File: src/logic/mms_map.svh
// Offsets, field positions, reset values and timing figures of the block.
`ifndef MMS_MAP_SVH
`define MMS_MAP_SVH

// Clock and time base.
`define MMS_CLK_NS 10
`define MMS_TICK_NS 1000

// Timing figures, in their own units.
`define MMS_T_INIT_MS 2000
`define MMS_T_RESET_MIN_US 2
`define MMS_T_LOW_POWER_PIN_US 100
`define MMS_T_INT_OFF_US 500
`define MMS_T_SELECT_US 100
`define MMS_T_LOS_MS 100
`define MMS_T_FLAG_MS 200

// Register byte offsets.
`define MMS_ADDR_W 8
`define MMS_OFS_STATUS 8'h00
`define MMS_OFS_FLAGS 8'h04
`define MMS_OFS_FLAG_MASK 8'h08
`define MMS_OFS_CONTROL 8'h0C
`define MMS_OFS_IRQ_STATUS 8'h10
`define MMS_OFS_IRQ_MASK 8'h14

// Status register fields.
`define MMS_ST_NOT_READY 0
`define MMS_ST_FUNCTIONAL 1
`define MMS_ST_LOW_POWER 2
`define MMS_ST_RESPONDING 3
`define MMS_ST_HELD 4

// Control register fields and reset value.
`define MMS_CTL_PDOWN 0
`define MMS_CTL_RESET 32'h0000_0000

// Interrupt status bits for the bus interrupt.
`define MMS_IRQ_W 4
`define MMS_IRQ_READY 0
`define MMS_IRQ_FLAG 1
`define MMS_IRQ_TXN_END 2
`define MMS_IRQ_MOD_RESET 3

`endif

File: src/logic/mms_pkg.sv
// Types shared by the management status block.
`default_nettype none
package mms_pkg;

	typedef enum logic [1:0] {
		MMS_ST_HOLD,
		MMS_ST_INIT,
		MMS_ST_READY
	} mms_init_e;

endpackage
`default_nettype wire

File: src/logic/mms_status.sv
// Management control, status and interrupt timing logic of the module.
//
// The placing of the registers and the APB register port are this design's own decisions.
`timescale 1ns/1ps
`default_nettype none
`include "mms_map.svh"

module mms_status
	import mms_pkg::*;
#(
	parameter int LANES = 4,
	parameter int INIT_US = (`MMS_T_INIT_MS * 1000 / 10) * 9
)
(
	// Clock and reset.
	input wire logic I_CLK,
	input wire logic I_RESET,
	// APB slave.
	input wire logic I_PSEL,
	input wire logic I_PENABLE,
	input wire logic I_PWRITE,
	input wire logic [`MMS_ADDR_W-1:0] I_PADDR,
	input wire logic [31:0] I_PWDATA,
	output logic [31:0] O_PRDATA,
	output logic O_PREADY,
	output logic O_PSLVERR,
	output logic O_IRQ,
	// Module pins from the host.
	input wire logic I_MODULE_RESET_N,
	input wire logic I_MODULE_SELECT_N,
	input wire logic I_LOW_POWER_PIN,
	input wire logic I_SCL,
	input wire logic I_SDA,
	// Line conditions from the optics.
	input wire logic [LANES-1:0] I_RX_LOS,
	input wire logic [LANES-1:0] I_TX_FAULT,
	// Open-drain interrupt pin.
	output logic O_INTERRUPT_OUT_N_O,
	output logic O_INTERRUPT_OUT_N_OE_N,
	// Power and bus controls.
	output logic O_LOW_POWER,
	output logic O_BUS_RESPOND
);

	localparam int TICK_CYC = `MMS_TICK_NS / `MMS_CLK_NS;
	localparam int RST_CYC = (`MMS_T_RESET_MIN_US * 1000 + `MMS_CLK_NS - 1)
		/ `MMS_CLK_NS;
	localparam int INIT_LIMIT_US = `MMS_T_INIT_MS * 1000;
	localparam int SYNC_W = 5 + 2 * LANES;
	localparam int FLAG_W = 2 * LANES + 1;
	localparam int DIV_W = $clog2(TICK_CYC);
	localparam int RCNT_W = $clog2(RST_CYC + 1);
	localparam int INIT_W = $clog2(INIT_US + 1);

	if (LANES < 1 || LANES > 15)
		$error("LANES must lie between 1 and 15");
	if (INIT_US < 1 || INIT_US >= INIT_LIMIT_US)
		$error("INIT_US must be positive and below the initialisation bound");

	// Every pin passes two flip-flops before any logic reads it.
	// They reset to the idle pin levels so no false edge follows reset.
	localparam logic [SYNC_W-1:0] SYNC_IDLE = {4'hF, {(1 + 2 * LANES){1'b0}}};
	logic [SYNC_W-1:0] sync1_reg;
	logic [SYNC_W-1:0] sync2_reg;
	wire logic [SYNC_W-1:0] pins_in;
	wire logic scl_s;
	wire logic sda_s;
	wire logic mrst_n_s;
	wire logic sel_n_s;
	wire logic lp_s;
	wire logic [LANES-1:0] los_s;
	wire logic [LANES-1:0] fault_s;

	assign pins_in = {I_SCL, I_SDA, I_MODULE_RESET_N, I_MODULE_SELECT_N,
		I_LOW_POWER_PIN, I_RX_LOS, I_TX_FAULT};
	assign {scl_s, sda_s, mrst_n_s, sel_n_s, lp_s, los_s, fault_s} = sync2_reg;

	always_ff @(posedge I_CLK)
	begin
		if (I_RESET)
		begin
			sync1_reg <= SYNC_IDLE;
			sync2_reg <= SYNC_IDLE;
		end
		else
		begin
			sync1_reg <= pins_in;
			sync2_reg <= sync1_reg;
		end
	end

	// Microsecond time base.
	logic [DIV_W-1:0] div_reg;
	wire logic tick;

	assign tick = (div_reg == DIV_W'(TICK_CYC - 1));

	always_ff @(posedge I_CLK)
	begin
		if (I_RESET || tick)
			div_reg <= {DIV_W{1'b0}};
		else
			div_reg <= div_reg + DIV_W'(1);
	end

	// Reset pin qualification: short glitches are ignored.
	logic [RCNT_W-1:0] rlow_cnt_reg;
	logic held_reg;
	wire logic rlow_full;

	assign rlow_full = (rlow_cnt_reg == RCNT_W'(RST_CYC));

	always_ff @(posedge I_CLK)
	begin
		if (I_RESET || mrst_n_s)
			rlow_cnt_reg <= {RCNT_W{1'b0}};
		else if (!rlow_full)
			rlow_cnt_reg <= rlow_cnt_reg + RCNT_W'(1);
	end

	always_ff @(posedge I_CLK)
	begin
		if (I_RESET)
			held_reg <= 1'b0;
		else if (mrst_n_s)
			held_reg <= 1'b0;
		else if (rlow_full)
			held_reg <= 1'b1;
	end

	// Initialisation sequence after power-on or a qualified reset.
	mms_init_e state_reg;
	mms_init_e state_next;
	logic [INIT_W-1:0] init_cnt_reg;
	wire logic init_end;
	wire logic ready;
	wire logic ready_pulse;
	wire logic mrst_pulse;

	assign init_end = tick && (init_cnt_reg == INIT_W'(INIT_US - 1));
	assign ready = (state_reg == MMS_ST_READY);
	assign ready_pulse = (state_reg == MMS_ST_INIT) && init_end;
	assign mrst_pulse = rlow_full && !held_reg && !mrst_n_s;

	always_comb
	begin
		state_next = state_reg;
		case (state_reg)
			MMS_ST_HOLD:
				if (!held_reg)
					state_next = MMS_ST_INIT;
			MMS_ST_INIT:
				if (held_reg)
					state_next = MMS_ST_HOLD;
				else if (init_end)
					state_next = MMS_ST_READY;
			MMS_ST_READY:
				if (held_reg)
					state_next = MMS_ST_HOLD;
			default:
				state_next = MMS_ST_INIT;
		endcase
	end

	always_ff @(posedge I_CLK)
	begin
		if (I_RESET)
			state_reg <= MMS_ST_INIT;
		else
			state_reg <= state_next;
	end

	always_ff @(posedge I_CLK)
	begin
		if (I_RESET || state_reg != MMS_ST_INIT)
			init_cnt_reg <= {INIT_W{1'b0}};
		else if (tick)
			init_cnt_reg <= init_cnt_reg + INIT_W'(1);
	end

	// Two-wire bus watch: a stop, then the next falling clock edge.
	logic scl_d_reg;
	logic sda_d_reg;
	logic stop_pend_reg;
	wire logic stop_seen;
	wire logic scl_fall;
	wire logic txn_end;

	assign stop_seen = scl_s && scl_d_reg && sda_s && !sda_d_reg;
	assign scl_fall = scl_d_reg && !scl_s;
	assign txn_end = stop_pend_reg && scl_fall;

	always_ff @(posedge I_CLK)
	begin
		if (I_RESET)
		begin
			scl_d_reg <= 1'b1;
			sda_d_reg <= 1'b1;
			stop_pend_reg <= 1'b0;
		end
		else
		begin
			scl_d_reg <= scl_s;
			sda_d_reg <= sda_s;
			if (stop_seen)
				stop_pend_reg <= 1'b1;
			else if (scl_fall)
				stop_pend_reg <= 1'b0;
		end
	end

	// APB decode.
	wire logic setup_ph;
	wire logic access_ph;
	wire logic hit_status;
	wire logic hit_flags;
	wire logic hit_fmask;
	wire logic hit_ctrl;
	wire logic hit_istat;
	wire logic hit_imask;
	wire logic hit_any;
	wire logic wr_en;
	wire logic rd_flags;

	assign setup_ph = I_PSEL && !I_PENABLE;
	assign access_ph = I_PSEL && I_PENABLE;
	assign hit_status = (I_PADDR == `MMS_OFS_STATUS);
	assign hit_flags = (I_PADDR == `MMS_OFS_FLAGS);
	assign hit_fmask = (I_PADDR == `MMS_OFS_FLAG_MASK);
	assign hit_ctrl = (I_PADDR == `MMS_OFS_CONTROL);
	assign hit_istat = (I_PADDR == `MMS_OFS_IRQ_STATUS);
	assign hit_imask = (I_PADDR == `MMS_OFS_IRQ_MASK);
	assign hit_any = hit_status || hit_flags || hit_fmask || hit_ctrl
		|| hit_istat || hit_imask;
	assign wr_en = access_ph && I_PWRITE && hit_any;
	assign rd_flags = access_ph && !I_PWRITE && hit_flags;

	// Latched flags: loss per lane, fault per lane, then ready.
	logic [FLAG_W-1:0] flag_reg;
	logic [FLAG_W-1:0] fmask_reg;
	logic [31:0] ctrl_reg;
	logic [31:0] prdata_reg;
	wire logic [FLAG_W-1:0] flag_set;
	wire logic [FLAG_W-1:0] flag_clr;
	wire logic flag_event;
	wire logic int_active;

	assign flag_set = {ready_pulse, fault_s, los_s};
	// Only bits that the read actually returned are cleared, so a flag that
	// rises between the setup and access cycles is not lost.
	assign flag_clr = rd_flags ? prdata_reg[FLAG_W-1:0] : {FLAG_W{1'b0}};
	assign flag_event = |(flag_set & ~flag_reg);
	assign int_active = |(flag_reg & ~fmask_reg);

	always_ff @(posedge I_CLK)
	begin
		if (I_RESET || held_reg)
			flag_reg <= {FLAG_W{1'b0}};
		else
			flag_reg <= (flag_reg & ~flag_clr) | flag_set;
	end

	always_ff @(posedge I_CLK)
	begin
		if (I_RESET)
		begin
			fmask_reg <= {FLAG_W{1'b0}};
			ctrl_reg <= `MMS_CTL_RESET;
		end
		else if (wr_en && hit_fmask)
			fmask_reg <= I_PWDATA[FLAG_W-1:0];
		else if (wr_en && hit_ctrl)
			ctrl_reg <= {31'h0000_0000, I_PWDATA[`MMS_CTL_PDOWN]};
	end

	// Bus interrupt: sticky events, write one to clear, set wins.
	logic [`MMS_IRQ_W-1:0] istat_reg;
	logic [`MMS_IRQ_W-1:0] imask_reg;
	wire logic [`MMS_IRQ_W-1:0] irq_ev;
	wire logic [`MMS_IRQ_W-1:0] irq_w1c;

	assign irq_ev = {mrst_pulse, txn_end, flag_event, ready_pulse};
	assign irq_w1c = (wr_en && hit_istat) ? I_PWDATA[`MMS_IRQ_W-1:0]
		: {`MMS_IRQ_W{1'b0}};

	always_ff @(posedge I_CLK)
	begin
		if (I_RESET)
		begin
			istat_reg <= {`MMS_IRQ_W{1'b0}};
			imask_reg <= {`MMS_IRQ_W{1'b0}};
		end
		else
		begin
			istat_reg <= (istat_reg & ~irq_w1c) | irq_ev;
			if (wr_en && hit_imask)
				imask_reg <= I_PWDATA[`MMS_IRQ_W-1:0];
		end
	end

	// Status word and read data, captured in the setup cycle.
	wire logic pdown;
	wire logic [31:0] status_word;
	wire logic [31:0] rd_mux;

	assign pdown = ctrl_reg[`MMS_CTL_PDOWN];
	assign status_word = {27'h000_0000, held_reg, O_BUS_RESPOND,
		O_LOW_POWER, ready, !ready};
	assign rd_mux = hit_status ? status_word
		: hit_flags ? {{(32 - FLAG_W){1'b0}}, flag_reg}
		: hit_fmask ? {{(32 - FLAG_W){1'b0}}, fmask_reg}
		: hit_ctrl ? ctrl_reg
		: hit_istat ? {{(32 - `MMS_IRQ_W){1'b0}}, istat_reg}
		: hit_imask ? {{(32 - `MMS_IRQ_W){1'b0}}, imask_reg}
		: 32'h0000_0000;

	always_ff @(posedge I_CLK)
	begin
		if (I_RESET)
			prdata_reg <= 32'h0000_0000;
		else if (setup_ph)
			prdata_reg <= I_PWRITE ? 32'h0000_0000 : rd_mux;
	end

	// Pin-side outputs, one cycle from their synchronised causes; the interrupt pin two, through the latched flags.
	logic low_power_reg;
	logic respond_reg;
	logic int_reg;

	always_ff @(posedge I_CLK)
	begin
		if (I_RESET)
		begin
			low_power_reg <= 1'b0;
			respond_reg <= 1'b0;
			int_reg <= 1'b0;
		end
		else
		begin
			low_power_reg <= lp_s || pdown;
			respond_reg <= ready && !sel_n_s;
			int_reg <= int_active;
		end
	end

	assign O_PRDATA = prdata_reg;
	assign O_PREADY = 1'b1;
	assign O_PSLVERR = access_ph && !hit_any;
	assign O_IRQ = |(istat_reg & imask_reg);
	// The pin is only ever pulled low; the enable is low while driving.
	assign O_INTERRUPT_OUT_N_O = 1'b0;
	assign O_INTERRUPT_OUT_N_OE_N = !int_reg;
	assign O_LOW_POWER = low_power_reg;
	assign O_BUS_RESPOND = respond_reg;

endmodule
`default_nettype wire

File: config.mk
export PLATFORM = sky130hd
export DESIGN_NAME = mms_status
export DESIGN_NICKNAME = d
export VERILOG_FILES = /design/src/logic/mms_pkg.sv /design/src/logic/mms_status.sv
export VERILOG_INCLUDE_DIRS = /design/src /design/src/logic
export SDC_FILE = /design/constraint.sdc
export NUM_CORES = 1
export LEC_CHECK = 0
export BUFFER_PORTS_ARGS = -buffer_cell sky130_fd_sc_hd__buf_2
export CORE_ASPECT_RATIO = 1.5
export CORE_MARGIN = 5
export CORE_UTILIZATION = 32
export CTS_CLUSTER_DIAMETER = 60
export DETAILED_ROUTE_END_ITERATION = 8
export GPL_TIMING_DRIVEN = 0
export PLACE_DENSITY = 0.52
export SLEW_MARGIN = 20
export SYNTH_ARGS = -nofsm -noshare
export SYNTH_HDL_FRONTEND = slang
export SYNTH_SLANG_ARGS = --single-unit
File: constraint.sdc
create_clock -name I_CLK -period 6.15 [get_ports I_CLK]
set_input_delay 0.9225 -clock I_CLK [delete_from_list [all_inputs] [get_ports I_CLK]]
set_output_delay 0.9225 -clock I_CLK [all_outputs]
set_load 0.005 [all_outputs]
==> summary.md, run 1 <==
| Metric | Value |
|---|---|
| Vias in the first global route | `3983` |
| CP Capture Type | `output pin` |
| Max Fanout on Critical Path | `5` |
| Total clock buffers created by CTS | `9` |
| Final layout net count | `692` |
| Worst slew pin tran | `864 ps` |
| Critical path capture point | `O_PSLVERR` |
| Crit path launch | `I_PADDR[4]` |
| DRT Wirelength | `12100 um` |
| Largest net degree at the start of global routing | `17` |
| Initial antenna violation count | `1` |
| Clock root cell | `clkbuf_16` |
| Sink Count | `107` |
| Iteration-0 DRC count of the detailed router | `144` |
| Post-route cell area | `5610 um2` |
| Reported leakage power | `2.13 nW` |
| Number of H-tree levels | `3` |
| Worst Hold Class | `flip-flop to flip-flop` |
| Max IR drop VDD | `107 uV` |
| Final core occ | `38.6%` |
| Final worst path period need | `3100 ps` |
| Busiest layer in global routing | `met2` |
| Routed Antenna Nets | `0` |
| Sequential area share after synthesis | `45.3%` |
| Final number of hold-violating endpoints | `0` |
| Startpoint Class | `primary input` |
| R2R setup slack | `3700 ps` |
| Cells after Synth | `545` |
| Post-CTS setup-driven buffer insertion count | `0` |
| Met2 global-route usage | `25.7%` |
| Total standard cell area after synthesis | `4730 um2` |
| Starting density of the core | `32.5%` |
| Post-synthesis cell type count | `52` |
| Count of synthesis-stage warnings from yosys | `0` |
| Grt total ovfl | `0` |
| Cts repair resizes | `0` |
| Max FFs per register | `21` |
| Hold_ws | `389 ps` |
| Max-cap violations | `0` |
| Number of vias in the routed layout | `4059` |
| Instance count after placement with tap cells included | `812` |
| DP HPWL | `9450 um` |
| Number of buffers on the longest clock path | `2` |
| Mapped Avg Cell Area | `8.68 um2` |
| Cell Pwr Density | `252 nW/um2` |
| Count of flip-flops with a built-in enable after synthesis | `0` |
| RR Endpoint | `init_cnt_reg[18]$_SDFFE_PP0P_` |
| Post-route clock period utilization | `50.5%` |
| Setup repair after global routing missed its margin | `false` |
| Worst Skew | `6.03 ps` |
| Die H | `159 um` |
| Met3 track demand over resource | `2.88%` |
| Insertion delay to the later sink of the worst-skew pair | `340 ps` |
| Die extent in x | `109 um` |
| Die footprint | `17400 um2` |
| Row cnt | `54` |
| Hold buffer count at CTS | `0` |
| Drc violations | `0` |
| Routing usage on met1 | `14.5%` |
| Worst setup margin | `3050 ps` |
| Outcome | `finished, final reports clean` |
| GR Util All Layers | `13.9%` |
| Port-buffer cells | `48` |
| Commonest register cell after synthesis | `dfxtp_1` |
| ANT cells | `0` |
| Highest clock frequency the design can meet | `0.322 GHz` |
| Reg2Reg Launch Point | `div_reg[0]$_SDFF_PP0_` |
| Setup violation total in the final timing report | `0` |
| Core box area | `14500 um2` |
| Area Overhead vs Synth | `18.6%` |
| Wire length of the first global-routing pass | `19200 um` |
| Last weighted congestion value of the routability-driven placer | `0.881` |
| Number of cells on the worst reg-to-reg path | `6` |
| Setup TNS | `0 ps` |
| Number of non-filler instances in the completed layout | `828` |
| FFs w/ async S/R, synth | `0%` |
| Critical Setup Path Class | `primary input to output pin` |
| Power, Total | `1.41 mW` |
| Pins Over Slew Limit | `0` |
| Share of final-layout standard cells stronger than drive strength 1 | `16.6%` |
| Startpoint of the tightest hold check path | `sync2_reg[9]$_SDFF_PP1_` |
| Worst path required time | `5230 ps` |
| Clock tree from TritonCTS | `built` |
| Clock input transition at the sequential cells of the worst setup and hold paths | `70 ps` |
| Total of flip-flops plus latches after synthesis | `107` |
| Setup Slack @ Placement | `3090 ps` |
| TritonRoute pass-1 iters | `4` |
| WL/cell | `14.6 um` |
| Placed instance area | `5300 um2` |
| Via-per-instance ratio | `4.90` |
| Worst EP arrival | `2180 ps` |
| Tightest slew margin relative to the limit | `41.9%` |
| Fill cell count | `1476` |
| Top-Level Pins | `97` |
[logic make-up (layout without fill, tap and decap cells)]
family / after synthesis / in the layout / synth area share (%)
and+or+nand+nor: 221 / 221 / 25.2
AOI/OAI and AO/OA: 108 / 108 / 14.1
DFF: 107 / 107 / 45.3
buffers and inverters: 71 / 135 / 7.65
xor gates and xnor gates: 18 / 18 / 3.33
muxes: 11 / 11 / 2.38
adders and majority gates: 7 / 7 / 1.85
other: 2 / 25 / 0.159
[layout make-up]
cell class | instances | area [um2] | share of cell area [%]
flip-flops and latches | 107 | 2140 | 38.2
multi-input cells | 390 | 2310 | 41.2
well taps | 196 | 245 | 4.37
repair buffers | 48 | 240 | 4.28
plain buffers | 45 | 264 | 4.71
inverters | 26 | 97.6 | 1.74
clock inverters | 3 | 46.3 | 0.826
clock buffers | 13 | 260 | 4.64
[Yosys cell counts, types with 2 or more instances]
cell / number / area (um2)
ha_1: 7 / 87.6
a22o_1: 2 / 17.5
conb_1: 2 / 7.51
o31ai_1: 6 / 45.0
nand2b_1: 5 / 31.3
and2_1: 3 / 18.8
nand4_1: 11 / 68.8
a2111oi_0: 2 / 17.5
buf_4: 25 / 188
nor3b_1: 3 / 22.5
a211oi_1: 3 / 22.5
nand3_1: 32 / 160
nand2_1: 37 / 139
or2_2: 13 / 81.3
nor2_1: 39 / 146
and4_1: 4 / 35.0
inv_1: 26 / 97.6
o21ai_0: 22 / 110
clkbuf_1: 18 / 67.6
nor2b_1: 23 / 144
o22ai_1: 3 / 18.8
xnor2_1: 11 / 96.3
a21oi_1: 38 / 190
or4_1: 7 / 52.6
and3_1: 6 / 37.5
mux2i_1: 9 / 90.1
nor3_1: 10 / 50.1
a22oi_1: 13 / 97.6
dfxtp_1: 107 / 2140
o21a_1: 9 / 67.6
xor2_1: 7 / 61.3
nor4_1: 10 / 62.6
or3_1: 10 / 62.6
a31oi_1: 3 / 18.8
mux2_2: 2 / 22.5
[cells in the final DEF, fill, tap and decap left out, types with 9 or more instances in the layout]
master     count
o21a_1         9
nand4_1       11
nand3_1       32
a22oi_1       13
nor2_1        39
buf_4         25
nand2_1       37
dfxtp_1      107
or2_2         13
nor2b_1       23
conb_1        25
nor3_1        10
o21ai_0       22
nor4_1        10
a21oi_1       38
xnor2_1       11
or3_1         10
inv_1         26
clkbuf_1      20
buf_2         48
clkbuf_16      9
mux2i_1        9
[how the worst min path moves through the flow]
stage	depth (start not counted)	to
2_1_floorplan	1	O_BUS_RESPOND$_SDFF_PP0_
3_3_place_gp	1	O_BUS_RESPOND$_SDFF_PP0_
3_5_place_dp	1	O_BUS_RESPOND$_SDFF_PP0_
4_1_cts	1	O_BUS_RESPOND$_SDFF_PP0_
5_1_grt	1	O_BUS_RESPOND$_SDFF_PP0_
6_report	1	O_BUS_RESPOND$_SDFF_PP0_
[worst max-delay path: stages]
cell	delay, ps
buf_2	120
nor4_1	630
and2_1	290
a211oi_1	70
buf_2	150
[power by group]
part | total, mW | internal [mW] | switching [mW]
clock | 0.590 | 0.339 | 0.251
sequential | 0.718 | 0.709 | 0.00925
combinational | 0.103 | 0.0439 | 0.0588
[routing by layer]
| layer | routed length [um] | part of all wire (%) | up-vias |
|---|---|---|---|
| met4 | 424 | 3.5 | 2 |
| met1 | 4730 | 39 | 1903 |
| li1 | - | - | 2034 |
| met3 | 648 | 5.4 | 22 |
| met5 | 20 | 0.17 | - |
| met2 | 6250 | 52 | 98 |
Power figures use the tool's default switching activity.
==> run 2, diff against run 1 <==
--- a/config.mk
+++ b/config.mk
@@ -13,7 +13,7 @@
 export CTS_CLUSTER_DIAMETER = 60
 export DETAILED_ROUTE_END_ITERATION = 8
 export GPL_TIMING_DRIVEN = 0
-export PLACE_DENSITY = 0.52
+export PLACE_DENSITY = 0.54
 export SLEW_MARGIN = 20
 export SYNTH_ARGS = -nofsm -noshare
 export SYNTH_HDL_FRONTEND = slang
==> constraint.sdc (replaced) <==
create_clock -name I_CLK -period 2.7 [get_ports I_CLK]
set_input_delay 0.405 -clock I_CLK [delete_from_list [all_inputs] [get_ports I_CLK]]
set_output_delay 0.405 -clock I_CLK [all_outputs]
set_load 0.005 [all_outputs]
==> run 2 against run 1 <==
Compared with the run above: non-clock buffer count is the same; sequential power rose by 130%; worst setup slack worse by 2800 ps; combinational power is 130% higher; hold slack lost 140 ps; power increased by 130%; critical endpoint is now init_cnt_reg[19]$_SDFFE_PP0P_; critical path depth rose by 1; via count about the same.
==> summary.md, run 2 (synthesis results as in run 1) <==
| Metric | Value |
|---|---|
| Outcome | `finished, final reports clean` |
| CP Capture Type | `flip-flop` |
| Number of cells on the worst reg-to-reg path | `6` |
| Commonest non-fill, non-tap cell in the layout | `dfxtp_1` |
| Wire length of the first global-routing pass | `19500 um` |
| Tightest slew margin relative to the limit | `32.9%` |
| Switching power share of the total | `23.2%` |
| Largest delay contributor family on the critical path | `simple AND/OR/NAND/NOR gates` |
| Max FFs per register | `21` |
| DP HPWL | `9260 um` |
| Routed Antenna Nets | `0` |
| Sequential group share of total power | `51.0%` |
| Area Overhead vs Synth | `18.5%` |
| Share of final-layout standard cells stronger than drive strength 1 | `16.8%` |
| TritonRoute pass-1 iters | `5` |
| Max Fanout on Critical Path | `9` |
| Placed instance area | `5300 um2` |
| Post-route cell area | `5600 um2` |
| Hold buffer count at CTS | `0` |
| Highest clock frequency the design can meet | `0.406 GHz` |
| Combinational Power Share | `7.2%` |
| Post-CTS setup-driven buffer insertion count | `0` |
| Row cnt | `54` |
| WL/cell | `14.5 um` |
| Commonest cells after routing, fill and taps aside | `dfxtp_1 (107), buf_2 (48), nor2_1 (39)` |
| Design internal power | `2.46 mW` |
| Die footprint | `17400 um2` |
| Worst Skew | `9.67 ps` |
| Count of cell instances traversed by the critical path | `6` |
| Last weighted congestion value of the routability-driven placer | `0.921` |
| Max-cap violations | `0` |
| Die extent in x | `109 um` |
| Clock input transition at the sequential cells of the worst setup and hold paths | `80 ps` |
| Clock tree from TritonCTS | `built` |
| Clock root cell | `clkbuf_16` |
| Cts repair resizes | `0` |
| Vias in the first global route | `4001` |
| Drc violations | `0` |
| Worst Hold Class | `primary input to flip-flop` |
| WP buf/inv | `1` |
| Startpoint Class | `flip-flop` |
| Final number of hold-violating endpoints | `0` |
| Max IR drop VDD | `397 uV` |
| Cells on Worst Hold Path | `2` |
| Setup violation total in the final timing report | `0` |
| Worst EP arrival | `2690 ps` |
| Port-buffer cells | `48` |
| Starting density of the core | `32.5%` |
| Grt total ovfl | `0` |
| Iteration-0 DRC count of the detailed router | `148` |
| Sink Count | `107` |
| Die H | `159 um` |
| Cell Pwr Density | `572 nW/um2` |
| Final worst path period need | `2460 ps` |
| Switching pwr | `0.742 mW` |
| Top-Level Pins | `97` |
| Core box area | `14500 um2` |
| Worst setup margin | `240 ps` |
| Cells along the critical path | `ha_1 -> nand4_1 -> or4_1 -> clkbuf_2 -> nor3_1 -> mux2_2` |
| ANT cells | `0` |
| Total clock buffers created by CTS | `9` |
| Insertion delay to the later sink of the worst-skew pair | `350 ps` |
| Number of buffers on the longest clock path | `2` |
| Critical Setup Path Class | `flip-flop to flip-flop` |
| Setup TNS | `0 ps` |
| Post-route clock period utilization | `91.1%` |
| Pins Over Slew Limit | `0` |
| Reported leakage power | `2.13 nW` |
| Number of vias in the routed layout | `4055` |
| Setup repair after global routing missed its margin | `false` |
| Worst slew pin tran | `998 ps` |
| GR Util All Layers | `14.0%` |
| DRT Wirelength | `12000 um` |
| Largest net degree at the start of global routing | `18` |
| Worst path required time | `2930 ps` |
| Clock power frac | `41.8%` |
| Critical Path Slowest Stage Cell | `or4_1` |
| Initial antenna violation count | `1` |
| Stage delay of the slowest cell on the critical path | `590 ps` |
| Number of H-tree levels | `3` |
| Setup Slack @ Placement | `301 ps` |
| Via-per-instance ratio | `4.90` |
| Final layout net count | `692` |
==> run 2: final timing paths <==
path	startpoint	to	slack, ps
max	div_reg[0]$_SDFF_PP0_	init_cnt_reg[19]$_SDFFE_PP0P_	240
min	I_SDA	sync1_reg[11]$_SDFF_PP1_	250
max reg2reg	div_reg[0]$_SDFF_PP0_	init_cnt_reg[19]$_SDFFE_PP0P_	240
min reg2reg	sync2_reg[9]$_SDFF_PP1_	O_BUS_RESPOND$_SDFF_PP0_	390
==> run 2: final cells by class <==
type                       instances  area, um2
inverter                          26       97.6
sequential                       107       2140
clock buffer                      11        243
buffer                            45        264
tap                              196        245
multi-input combinational        390       2310
fill                            1505       8920
timing repair buffer              48        240
clock inverter                     5       60.1
==> run 2: per-layer routing <==
metal	vias to the layer above	global-route usage, %	routed length [um]
li1	2025	-	-
met1	1917	15.4	4830
met2	91	25.3	6130
met3	20	3.13	706
met4	2	5.50	302
met5	-	0	13
==> run 2: power groups by stage <==
stage	Combinational [mW]	Sequential, mW	Clock, mW
global route	0.259	1.64	1.44
floorplan	0.152	1.66	0
global placement	0.228	1.67	0
finish	0.232	1.63	1.34
detailed placement	0.231	1.67	0
CTS	0.232	1.63	1.37
==> run 2: worst register-to-register path, stage by stage (launching register included) <==
cell and delay, ps:
dfxtp_1 380, ha_1 270, nand4_1 340, or4_1 590, clkbuf_2 180, nor3_1 220
mux2_2 360
==> run 2: per-stage QoR <==
stage	hold slack (ps)	utilization (%)	power (mW)	cells
floorplan	373	-	1.82	568
global placement	383	36.5	1.90	812
detailed placement	384	36.5	1.90	812
CTS	246	38.6	3.24	828
global route	250	38.6	3.34	828
finish	253	38.6	3.21	828
==> run 3, diff against run 2 <==
--- a/config.mk
+++ b/config.mk
@@ -14,6 +14,7 @@
 export DETAILED_ROUTE_END_ITERATION = 8
 export GPL_TIMING_DRIVEN = 0
 export PLACE_DENSITY = 0.54
+export REMOVE_ABC_BUFFERS = 1
 export SLEW_MARGIN = 20
 export SYNTH_ARGS = -nofsm -noshare
 export SYNTH_HDL_FRONTEND = slang
==> run 3 against run 2 <==
Compared with the run above: clock power decreased by 5%; non-clock buffer count decreased by 45; count of clock-buffer cells in the layout decreased by 2; cell count decreased by 5.4%; register-to-register slack improved by 70 ps; first-iteration DRC count increased by 18%; design area decreased by 4.9%; global-route usage decreased by 0.83 points; hold slack got worse by 11 ps; sequential cell count unchanged; largest power group unchanged; highest routed layer is now met4.
==> summary.md, run 3 (synthesis results as in run 1) <==
| Metric | Value |
|---|---|
| Clock input transition at the sequential cells of the worst setup and hold paths | `70 ps` |
| Routed length on met3 | `533 um` |
| Vias in the first global route | `3703` |
| Routed Antenna Nets | `0` |
| Number of H-tree levels | `3` |
| Share of final-layout standard cells stronger than drive strength 1 | `13.8%` |
| Worst Hold Class | `primary input to flip-flop` |
| Starting density of the core | `32.5%` |
| Sink Count | `107` |
| Row cnt | `54` |
| Clock power frac | `41.1%` |
| Critical Setup Path Class | `flip-flop to flip-flop` |
| Area of all sequential standard cells | `2140 um2` |
| Switching pwr | `0.760 mW` |
| Post-CTS setup-driven buffer insertion count | `0` |
| Final number of hold-violating endpoints | `0` |
| Clock tree from TritonCTS | `built` |
| Setup TNS | `0 ps` |
| GR Util All Layers | `13.1%` |
| DP HPWL | `8610 um` |
| Total clock buffers created by CTS | `9` |
| WL/cell | `14.5 um` |
| Initial antenna violation count | `0` |
| Post-route clock period utilization | `88.6%` |
| Tightest slew margin relative to the limit | `31.5%` |
| Reported leakage power | `1.96 nW` |
| Startpoint Class | `flip-flop` |
| Commonest cells after routing, fill and taps aside | `dfxtp_1 (107), buf_2 (48), nor2_1 (39)` |
| Cts repair resizes | `0` |
| Die extent in x | `109 um` |
| Max Fanout on Critical Path | `9` |
| Combinational Power Share | `6.2%` |
| Routed length on met2 | `5850 um` |
| Outcome | `finished, final reports clean` |
| Area used by multi-input combinational logic | `2310 um2` |
| Die H | `159 um` |
| Pins Over Slew Limit | `0` |
| Final layout net count | `647` |
| Worst path required time | `2960 ps` |
| Clock root cell | `clkbuf_16` |
| Grt total ovfl | `0` |
| Max-cap violations | `0` |
| Number of vias in the routed layout | `3842` |
| Sequential group share of total power | `52.8%` |
| CP Capture Type | `flip-flop` |
| Wire length on met1 | `4580 um` |
| Final worst path period need | `2390 ps` |
| Top-Level Pins | `97` |
| Port-buffer cells | `48` |
| Wire length of the first global-routing pass | `18200 um` |
| Iteration-0 DRC count of the detailed router | `174` |
| Core box area | `14500 um2` |
| Via-per-instance ratio | `4.91` |
| Worst EP arrival | `2650 ps` |
| ANT cells | `0` |
| Setup violation total in the final timing report | `0` |
| Fill cell count | `1545` |
| Max FFs per register | `21` |
| Design internal power | `2.34 mW` |
| Area Overhead vs Synth | `12.7%` |
| Worst slew pin tran | `1030 ps` |
| Highest metal layer with signal wires | `met4` |
| Insertion delay to the later sink of the worst-skew pair | `350 ps` |
| Last weighted congestion value of the routability-driven placer | `0.915` |
| Commonest non-fill, non-tap cell in the layout | `dfxtp_1` |
| Worst Skew | `9.37 ps` |
| Largest net degree at the start of global routing | `61` |
| Switching power share of the total | `24.5%` |
| Setup repair after global routing missed its margin | `false` |
| Highest clock frequency the design can meet | `0.418 GHz` |
| Max IR drop VDD | `253 uV` |
| Cell Pwr Density | `581 nW/um2` |
| Drc violations | `0` |
| Hold buffer count at CTS | `0` |
| Hold_ws | `241 ps` |
| Die footprint | `17400 um2` |
| TritonRoute pass-1 iters | `4` |
| Number of buffers on the longest clock path | `2` |
| DRT Wirelength | `11300 um` |
run 3: cell types whose count changed in the layout (fill, tap and decap cells not counted), sizes merged:
cell | previous run | this run
bufinv | 1 | 0
inv | 27 | 30
clkbuf | 30 | 9
buf | 74 | 48
run 3: critical path, cell delays in order (launching register included):
cell     delay [ps]
dfxtp_1         380
ha_1            260
nand4_1         320
or4_1           750
or4_1           450
a21oi_1         140
run 3: path summary, 6_finish.rpt:
check                                             start                            end  slack [ps]  depth (start not counted)
worst max-delay path              div_reg[0]$_SDFF_PP0_  init_cnt_reg[15]$_SDFFE_PP0P_         310                          5
worst min-delay path                  I_MODULE_SELECT_N        sync1_reg[9]$_SDFF_PP1_         240                          2
worst min register to register  sync2_reg[9]$_SDFF_PP1_       O_BUS_RESPOND$_SDFF_PP0_         390                          1
worst max register to register    div_reg[0]$_SDFF_PP0_  init_cnt_reg[15]$_SDFFE_PP0P_         310                          5
run 3: cell type report:
class                   count  share of cell area, %
inverters                  26                   1.83
well taps                 196                   4.60
multi-input cells         390                   43.4
repair buffers             48                   4.51
flip-flops and latches    107                   40.2
clock inverters             7                   1.27
clock buffers               9                   4.23
run 3: per-layer routing:
layer  global-route usage (%)  vias up
met5                        0        -
met4                     6.47        0
met3                     3.13       17
met2                     23.0       85
met1                     14.5     1796
li1                         -     1944
run 3: power by group through the flow:
stage,Sequential (mW),Combinational (mW),Clock [mW]
floorplan,1.66,0.109,0
global placement,1.67,0.186,0
detailed placement,1.67,0.191,0
CTS,1.64,0.192,1.33
global route,1.64,0.217,1.38
finish,1.64,0.191,1.27
run 3: metrics by stage:
stage	instances	total power [mW]	worst slack, ps	area (um2)	util, %
global placement	767	1.86	89.5	5040	34.7
global route	783	3.24	132	5330	36.7
floorplan	523	1.77	528	4550	-
CTS	783	3.16	306	5330	36.7
finish	783	3.10	309	5330	36.7
detailed placement	767	1.86	45.9	5040	34.7
